--- src/wd_supply_cfg.svh ---
// Purpose: Named constants for the host watchdog and supply control block.
// Assumes: Register indexes count 32-bit words on the AXI4-Lite bus.
// Notes: Byte address is four times the index.
`ifndef WD_SUPPLY_CFG_SVH
`define WD_SUPPLY_CFG_SVH

`define IDX_WD 8'h00
`define IDX_SC 8'h01
`define IDX_AC1 8'h02
`define IDX_AST 8'h03
`define IDX_REV 8'h05
`define IDX_IRQ_STAT 8'h08
`define IDX_IRQ_MASK 8'h09
`define IDX_LSB 2

`define WD_RST 8'h0f
`define WD_WMASK 8'h8f
`define WD_EN_BIT 7
`define WD_SEL_HI 3

`define SC_RST 8'h74
`define SC_WMASK 8'h7f
`define SC_HV_BIT 6
`define SC_DC2_BIT 5
`define SC_CLK_BIT 4
`define SC_TX_BIT 3
`define SC_TRIM_HI 2
`define SC_TRIM_RST 3'h4

`define AC1_RST 8'h60
`define AC1_WMASK 8'h7e

`define IRQ_WD_BIT 0
`define IRQ_RST 8'h00
`define IRQ_WMASK 8'h01

`define CLK_MHZ 100
`define WD_STEP_US 32768

`endif

--- src/wd_supply_pkg.sv ---
// Purpose: Shared types for the host watchdog and supply control block.
// Assumes: Standard AXI4-Lite response codes.
// Notes: Constants live in wd_supply_cfg.svh.
package wd_supply_pkg;

  typedef enum logic [1:0] {
    resp_okay = 2'b00,
    resp_slverr = 2'b10
  } resp_e;

  typedef logic [7:0] byte_t;

endpackage : wd_supply_pkg

--- src/host_watchdog_and_supply_ctrl.sv ---
// Purpose: Watchdog and supply control registers behind an AXI4-Lite slave.
// Assumes: One clock, synchronous active-low reset, tx_activity synchronous.
// Notes: Registers are 8 bits in the low byte of each word.
// Operation
// - Word indexes 0, 1, 2, 3, 5, 8 and 9 decode the watchdog, two control, status, revision, interrupt status and interrupt mask registers.
// - The watchdog register has enable at bit 7, period select at bits 3 to 0, and resets to 0x0f.
// - The period is code plus one times about 32.8 ms, from 33 ms up to 524 ms.
// - If the enable is not written again within the period, a watchdog event is raised.
// - Watchdog bits 6 to 4 are reserved and read zero.
// - Supply control resets to 0x74; bits 6, 5, 4 enable regulator, converter and clock out.
// - Supply control bit 3 enables the transmit monitor output and is clear after reset.
// - Supply control bits 2 to 0 hold the current-limit trim with reset value 100.
// - The monitor pin carries transmit activity while enabled and is undriven otherwise.
// - Supply control bit 7 is reserved and reads zero.
`timescale 1ns/10ps
`include "wd_supply_cfg.svh"

module host_watchdog_and_supply_ctrl #(
  parameter int AW = 8,
  parameter logic [31:0] STEP_CYCLES = `WD_STEP_US * `CLK_MHZ,
  parameter logic [7:0] REVISION = 8'h5a
) (
  input wire logic aclk,
  input wire logic aresetn,
  input wire logic [AW-1:0] awaddr,
  input wire logic [2:0] awprot,
  input wire logic awvalid,
  output logic awready,
  input wire logic [31:0] wdata,
  input wire logic [3:0] wstrb,
  input wire logic wvalid,
  output logic wready,
  output logic [1:0] bresp,
  output logic bvalid,
  input wire logic bready,
  input wire logic [AW-1:0] araddr,
  input wire logic [2:0] arprot,
  input wire logic arvalid,
  output logic arready,
  output logic [31:0] rdata,
  output logic [1:0] rresp,
  output logic rvalid,
  input wire logic rready,
  input wire logic tx_activity,
  output logic hv_regulator_enable,
  output logic second_converter_enable,
  output logic clock_output_enable,
  output logic [2:0] hv_regulator_current_trim,
  output logic tx_monitor_pin_out,
  output logic tx_monitor_pin_oe,
  output logic watchdog_event,
  output logic irq
);

  // The revision value above is arbitrary.

  function automatic logic [7:0] reg_index(input logic [AW-1:0] a);
    reg_index = 8'(a >> `IDX_LSB);
  endfunction : reg_index

  function automatic logic is_mapped(input logic [AW-1:0] a);
    logic [7:0] i;
    i = reg_index(a);
    is_mapped = (i == `IDX_WD) || (i == `IDX_SC) || (i == `IDX_AC1) ||
      (i == `IDX_AST) || (i == `IDX_REV) || (i == `IDX_IRQ_STAT) ||
      (i == `IDX_IRQ_MASK);
  endfunction : is_mapped

  wd_supply_pkg::byte_t wd_q;
  wd_supply_pkg::byte_t sc_q;
  wd_supply_pkg::byte_t ac1_q;
  wd_supply_pkg::byte_t stat_q;
  wd_supply_pkg::byte_t stat_d;
  wd_supply_pkg::byte_t mask_q;
  logic [31:0] div_cnt_q;
  logic [3:0] step_cnt_q;
  logic awready_q;
  logic wready_q;
  logic bvalid_q;
  logic [1:0] bresp_q;
  logic arready_q;
  logic rvalid_q;
  logic [1:0] rresp_q;
  logic [31:0] rdata_q;
  logic [AW-1:0] aw_addr_q;
  logic [31:0] w_data_q;
  logic [3:0] w_strb_q;
  logic aw_full_q;
  logic w_full_q;
  logic tx_out_q;
  logic event_q;
  logic irq_q;

  // Bus handshakes and decode.
  wire aw_hs = awvalid && awready_q;
  wire w_hs = wvalid && wready_q;
  wire b_hs = bvalid_q && bready;
  wire ar_hs = arvalid && arready_q;
  wire r_hs = rvalid_q && rready;
  wire wr_do = aw_full_q && w_full_q && !bvalid_q;
  wire wr_ok = wr_do && is_mapped(aw_addr_q) && w_strb_q[0];
  wire [7:0] wr_idx = reg_index(aw_addr_q);
  wire [7:0] wr_byte = w_data_q[7:0];
  wire wr_wd = wr_ok && (wr_idx == `IDX_WD);
  wire wr_sc = wr_ok && (wr_idx == `IDX_SC);
  wire wr_ac1 = wr_ok && (wr_idx == `IDX_AC1);
  wire wr_stat = wr_ok && (wr_idx == `IDX_IRQ_STAT);
  wire wr_mask = wr_ok && (wr_idx == `IDX_IRQ_MASK);
  wire [7:0] rd_idx = reg_index(araddr);
  wire rd_ok = is_mapped(araddr);

  // Read selection; the analog status word reads zero here because the
  // monitors themselves sit outside this block.
  wire [7:0] rd_byte =
    (rd_idx == `IDX_WD) ? wd_q :
    (rd_idx == `IDX_SC) ? sc_q :
    (rd_idx == `IDX_AC1) ? ac1_q :
    (rd_idx == `IDX_REV) ? REVISION :
    (rd_idx == `IDX_IRQ_STAT) ? stat_q :
    (rd_idx == `IDX_IRQ_MASK) ? mask_q : 8'h00;

  // Watchdog timing.
  wire wd_run = wd_q[`WD_EN_BIT];
  wire [3:0] wd_sel = wd_q[`WD_SEL_HI:0];
  wire wd_kick = wr_wd && wr_byte[`WD_EN_BIT];
  wire step_hit = (div_cnt_q == STEP_CYCLES - 32'h1);
  wire wd_fire = wd_run && !wd_kick && step_hit &&
    (step_cnt_q == wd_sel);

  // A new timeout wins over a write-one-to-clear in the same cycle.
  wire [7:0] stat_set = {7'h00, wd_fire};
  wire [7:0] stat_clr = wr_stat ? (wr_byte & `IRQ_WMASK) : 8'h00;
  assign stat_d = (stat_q & ~stat_clr) | stat_set;
  wire [7:0] mask_d = wr_mask ? (wr_byte & `IRQ_WMASK) : mask_q;

  always_ff @(posedge aclk) begin
    if (!aresetn) begin
      awready_q <= 1'b1;
      wready_q <= 1'b1;
      aw_full_q <= 1'b0;
      w_full_q <= 1'b0;
      aw_addr_q <= '0;
      w_data_q <= 32'h0;
      w_strb_q <= 4'h0;
    end else begin
      if (aw_hs) begin
        aw_addr_q <= awaddr;
        aw_full_q <= 1'b1;
        awready_q <= 1'b0;
      end else if (b_hs) begin
        aw_full_q <= 1'b0;
        awready_q <= 1'b1;
      end
      if (w_hs) begin
        w_data_q <= wdata;
        w_strb_q <= wstrb;
        w_full_q <= 1'b1;
        wready_q <= 1'b0;
      end else if (b_hs) begin
        w_full_q <= 1'b0;
        wready_q <= 1'b1;
      end
    end
  end

  always_ff @(posedge aclk) begin
    if (!aresetn) begin
      bvalid_q <= 1'b0;
      bresp_q <= wd_supply_pkg::resp_okay;
    end else if (wr_do) begin
      bvalid_q <= 1'b1;
      bresp_q <= is_mapped(aw_addr_q) ? wd_supply_pkg::resp_okay :
        wd_supply_pkg::resp_slverr;
    end else if (b_hs) begin
      bvalid_q <= 1'b0;
    end
  end

  always_ff @(posedge aclk) begin
    if (!aresetn) begin
      arready_q <= 1'b1;
      rvalid_q <= 1'b0;
      rresp_q <= wd_supply_pkg::resp_okay;
      rdata_q <= 32'h0;
    end else if (ar_hs) begin
      arready_q <= 1'b0;
      rvalid_q <= 1'b1;
      rresp_q <= rd_ok ? wd_supply_pkg::resp_okay :
        wd_supply_pkg::resp_slverr;
      rdata_q <= {24'h000000, rd_byte};
    end else if (r_hs) begin
      arready_q <= 1'b1;
      rvalid_q <= 1'b0;
    end
  end

  // Reserved bits are masked on write so they always read zero.
  always_ff @(posedge aclk) begin
    if (!aresetn) begin
      wd_q <= `WD_RST;
      sc_q <= `SC_RST;
      ac1_q <= `AC1_RST;
    end else begin
      if (wr_wd) begin
        wd_q <= wr_byte & `WD_WMASK;
      end
      if (wr_sc) begin
        sc_q <= wr_byte & `SC_WMASK;
      end
      if (wr_ac1) begin
        ac1_q <= wr_byte & `AC1_WMASK;
      end
    end
  end

  // After a timeout the count starts over, so an ignored watchdog keeps
  // raising events once per period until software disables or kicks it.
  always_ff @(posedge aclk) begin
    if (!aresetn || wd_kick || !wd_run) begin
      div_cnt_q <= 32'h0;
      step_cnt_q <= 4'h0;
    end else if (step_hit) begin
      div_cnt_q <= 32'h0;
      step_cnt_q <= (step_cnt_q == wd_sel) ? 4'h0 : step_cnt_q + 4'h1;
    end else begin
      div_cnt_q <= div_cnt_q + 32'h1;
    end
  end

  always_ff @(posedge aclk) begin
    if (!aresetn) begin
      stat_q <= `IRQ_RST;
      mask_q <= `IRQ_RST;
      irq_q <= 1'b0;
      event_q <= 1'b0;
      tx_out_q <= 1'b0;
    end else begin
      stat_q <= stat_d;
      mask_q <= mask_d;
      irq_q <= |(stat_d & mask_d);
      event_q <= wd_fire;
      tx_out_q <= sc_q[`SC_TX_BIT] && tx_activity;
    end
  end

  assign awready = awready_q;
  assign wready = wready_q;
  assign bvalid = bvalid_q;
  assign bresp = bresp_q;
  assign arready = arready_q;
  assign rvalid = rvalid_q;
  assign rresp = rresp_q;
  assign rdata = rdata_q;
  assign hv_regulator_enable = sc_q[`SC_HV_BIT];
  assign second_converter_enable = sc_q[`SC_DC2_BIT];
  assign clock_output_enable = sc_q[`SC_CLK_BIT];
  assign hv_regulator_current_trim = sc_q[`SC_TRIM_HI:0];
  assign tx_monitor_pin_out = tx_out_q;
  assign tx_monitor_pin_oe = sc_q[`SC_TX_BIT];
  assign watchdog_event = event_q;
  assign irq = irq_q;

  // Helper for the period checks: it counts enabled, unkicked cycles on its
  // own, so a slip in the divider chain shows against the selected period.
  logic [35:0] run_len_q;
  wire [35:0] period_len = 36'(wd_sel + 5'h1) * 36'(STEP_CYCLES);

  always_ff @(posedge aclk) begin
    if (!aresetn || wd_kick || !wd_run || wd_fire) begin
      run_len_q <= 36'h0;
    end else begin
      run_len_q <= run_len_q + 36'h1;
    end
  end
endmodule : host_watchdog_and_supply_ctrl

--- config.mk ---
export PLATFORM = sky130hd
export DESIGN_NAME = host_watchdog_and_supply_ctrl
export DESIGN_NICKNAME = d
export VERILOG_FILES = /design/src/wd_supply_pkg.sv /design/src/host_watchdog_and_supply_ctrl.sv
export VERILOG_INCLUDE_DIRS = /design/src
export SDC_FILE = /design/constraint.sdc
export NUM_CORES = 1
export LEC_CHECK = 0
export BUFFER_PORTS_ARGS = -buffer_cell sky130_fd_sc_hd__buf_2
export CAP_MARGIN = 20
export CORE_AREA = 2 2 93 95
export CTS_BUF_LIST = sky130_fd_sc_hd__clkbuf_8 sky130_fd_sc_hd__clkbuf_16
export DETAILED_ROUTE_END_ITERATION = 10
export DIE_AREA = 0 0 95 97
export GPL_TIMING_DRIVEN = 0
export PLACE_DENSITY = 0.78
export REMOVE_ABC_BUFFERS = 1
export SETUP_SLACK_MARGIN = 0.15
export SYNTH_ARGS = -nofsm -noshare
export SYNTH_HDL_FRONTEND = slang
export SYNTH_SLANG_ARGS = --single-unit
export TNS_END_PERCENT = 1
--- constraint.sdc ---
create_clock -name aclk -period 2.21 [get_ports aclk]
set_input_delay 0.221 -clock aclk [delete_from_list [all_inputs] [get_ports aclk]]
set_output_delay 0.221 -clock aclk [all_outputs]
set_load 0.05 [all_outputs]
==> impl_metrics.toml <==
[outcome]
outcome = "completed"

[sta]
fmax_mhz = 483.6
finalSetupViolCount = 0
hold_violations = 0
min_period_ns = 2.068
post-route-period-util_pct = 93.57
setup_ws_ns = 0.1422
slew_headroom_pct = 36.12
rsz0062_at_grt = "true"
skew_ns = 0.01423
tightest_slew_ns = 0.9495
setup_tns_ns = 0
finalMaxSlewViolations = 0

[die]
io_pins = 117
num_rows = 33
die_h_um = 97
core_mm2 = 0.008134
dieArea_mm2 = 0.009215
start_util_pct = 51.47
die_x_um = 95

[critical_path]
required_ns = 2.44
start_kind = "flop"
cp-end-kind = "flop"
critPathLaunch = "aw_addr_q[7]"
rrSetupSlack_ns = 0.14
regToRegStartpoint = "aw_addr_q[7]"
timing.rr.end = "div_cnt_q[10]"
cp_max_fo = 26
cp.arrival_ns = 2.30
crit_type = "flop to flop"
r2r_cells = 5

[yosys]
ys_warn_count = 0
syn_area_mm2 = 0.004187
synth_cells = 484
synth.top_cell.area_share_pct = 43.51
synth.largest_area_cell = "dfxtp_1"
ys_seq_elements = 91
synth_xor_xnor_area_share_pct = 5.858
synth_fa_ha_area_share_pct = 0.5977
ys_types = 46
yosys_most_used_dff = "dfxtp_1"
yosys.area_share.simple_pct = 27.73
synth_mux_area_share_pct = 3.855
yosysSeqAreaShare_pct = 43.51
syn-mean-instance-area_um2 = 8.650
synth_top_family_by_area = "simple AND/OR/NAND/NOR gates"
async_flop_share_pct = 0
synth_area_leaders = "dfxtp_1, nand2_1, buf_4"
synth_compound_area_share_pct = 10.82
synth_edf_count = 0

[routing]
wl_mm = 8.611
via_per_inst = 5.282
ant_nets = 0
drtIter0Drc = 154
wl_per_cell_um = 13.33
drt-pass1-iter-count = 5
via_count = 3412
drc = 0

[min_path]
hp-start = "tx_activity"
hold_path_class = "input pin to flop"
hold_depth = 2
hold_path_end = "tx_monitor_pin_out"

[run]
cap_violations = 0

[clocking]
path_clk_slew_ns = 0.10
numClockSinks = 91
ctsHtreeMaxLevel = 3
clk_latency_ns = 0.36
cts_hold_buf = 0
clk_path_buf_depth = 2
cts_tree = "yes"
cts_root_buffer = "clkbuf_8"
numCtsBuffers = 9

[cells_and_area]
fin_nets = 604
syn_to_final_growth_pct = 11.63
drive_above_1_share_pct = 16.64
finish.utilization_pct = 57.45
fill_cells = 715
n_antenna_cell = 0

[pwr]
vdd_ir_drop_max_mv = 0.3027
p_leak_nw = 1.843
cellPowerDensity_mw_per_mm2 = 674.6

[global_route]
grt_pass1_vias = 3208
antenna_found_initial = 0
grt_max_degree = 56
track_usage_pct = 18.95
grt-ovfl-total = 0
grt_pass1_wl_mm = 14.37

[placement]
placement.io_buffers = 53
gp_congestion = 0.8102
pre_cts_ws_ns = -0.1060
hpwl_mm = 5.897
what timing repair did:
item,in CTS,in global routing
gates resized for setup,2,2
setup buffers,1,7
pin swaps,1,3
setup endpoints to repair,35,46
kinds of logic (layout without fill, tap and decap cells):
family                   Yosys count  in the layout
AO/OA/AOI/OAI                     75             75
XOR/XNOR                          28             28
adder cells (fa/ha/maj)            2              2
buffers and inverters             53             85
flip-flops                        91             91
multiplexers                      16             16
other                              1             26
AND/OR/NAND/NOR                  218            218
worst max-delay path: stages (launching register included):
cell and delay [ns]:
dfxtp_1 0.33, or4b_4 0.58, nor3_4 0.33, a31oi_1 0.24, nand3_4 0.34, nor2_1 0.11
cell type report:
class / count / area, µm² / area share, %
clock inverters: 6 / 65.06 / 1.392
clock buffers: 10 / 137.6 / 2.945
multi-input cells: 365 / 2162 / 46.27
inverters: 8 / 30.03 / 0.6426
flip-flops and latches: 91 / 1822 / 38.98
well taps: 105 / 131.4 / 2.811
repair buffers: 61 / 325.3 / 6.961
per-layer routing:
metal	GRT usage, %	vias to the layer above	wire length, µm	part of all wire, %
li1	-	1721	-	-
met5	0	-	0	0
met4	7.692	0	79	0.92
met3	3.505	10	384	4.5
met1	25.59	1598	4136	48
met2	29.68	83	4011	47
synthesized netlist by cell type (2+ instances only):
cell type / n
clkbuf_1: 13
nand4_1: 12
nand3_1: 22
a21boi_0: 20
nand3b_1: 2
o21ai_0: 20
mux2i_1: 15
o41ai_1: 2
buf_4: 28
a21oi_1: 25
nor4_4: 2
nand2_1: 69
xor2_1: 18
nand3_2: 2
nor2_1: 41
nor3b_1: 3
nor3_1: 5
dfxtp_1: 91
and4_1: 2
or4_1: 3
nor3_4: 2
inv_1: 8
xnor2_1: 10
and2_1: 5
nor2b_1: 16
buf_2: 3
nor4_1: 8
or3_1: 4
nand4b_1: 3
and3_1: 6
ha_1: 2
a31oi_1: 2
a22oi_1: 3
nand2b_1: 5
where the power goes:
part	switching [mW]	internal (mW)	total [mW]
combinational	0.238	0.0729	0.310
clock	0.587	0.553	1.14
sequential	0.0288	1.67	1.70
total	0.853	2.30	3.15
stage by stage:
step	cell area [µm²]	power, mW	instances	hold WS (ns)
floorplan	3995	1.962	464	0.2829
global placement	4392	2.038	622	0.4444
detailed placement	4392	2.044	622	0.4587
CTS	4614	3.164	639	0.09082
global route	4673	3.264	646	0.1027
finish	4673	3.153	646	0.09337
how the worst max path moves through the flow:
stage                    endpoint  slack, ns
finish              div_cnt_q[10]       0.14
global route        step_cnt_q[3]       0.03
CTS                 div_cnt_q[26]       0.05
detailed placement  step_cnt_q[3]      -0.11
global placement    step_cnt_q[3]      -0.05
floorplan           div_cnt_q[27]       0.19
state kept, by name (all words and copies together), names as in the netlist:
| register | flops |
|---|---|
| mask_q | 1 |
| rdata | 8 |
| arready | 1 |
| rvalid | 1 |
| aw_full_q | 1 |
| w_full_q | 1 |
| rresp | 1 |
| bvalid | 1 |
| irq | 1 |
| step_cnt_q | 4 |
| ac1_q | 6 |
| wd_q | 5 |
| w_strb_q | 1 |
| div_cnt_q | 32 |
| aw_addr_q | 6 |
| watchdog_event | 1 |
| w_data_q | 8 |
| sc_q | 7 |
| awready | 1 |
| tx_monitor_pin_out | 1 |
| stat_q | 1 |
| wready | 1 |
| bresp | 1 |
cell usage in the layout, fill, tap and decap left out, types with 3 or more instances in the layout:
cell type,instances
nand3_1,22
inv_1,8
nor2_1,41
xor2_1,18
a21boi_0,20
and2_1,5
and3_1,6
nand4b_1,3
nand2_1,68
or3_1,4
nor3b_1,3
conb_1,26
buf_4,8
nor4_1,8
nand2b_1,5
dfxtp_1,91
xnor2_1,10
nor3_1,5
buf_2,53
nand4_1,12
nor2b_1,16
o21ai_0,20
a21oi_1,25
mux2i_1,15
a22oi_1,3
clkbuf_8,10
Note: power is estimated with default switching activity, not from simulation.
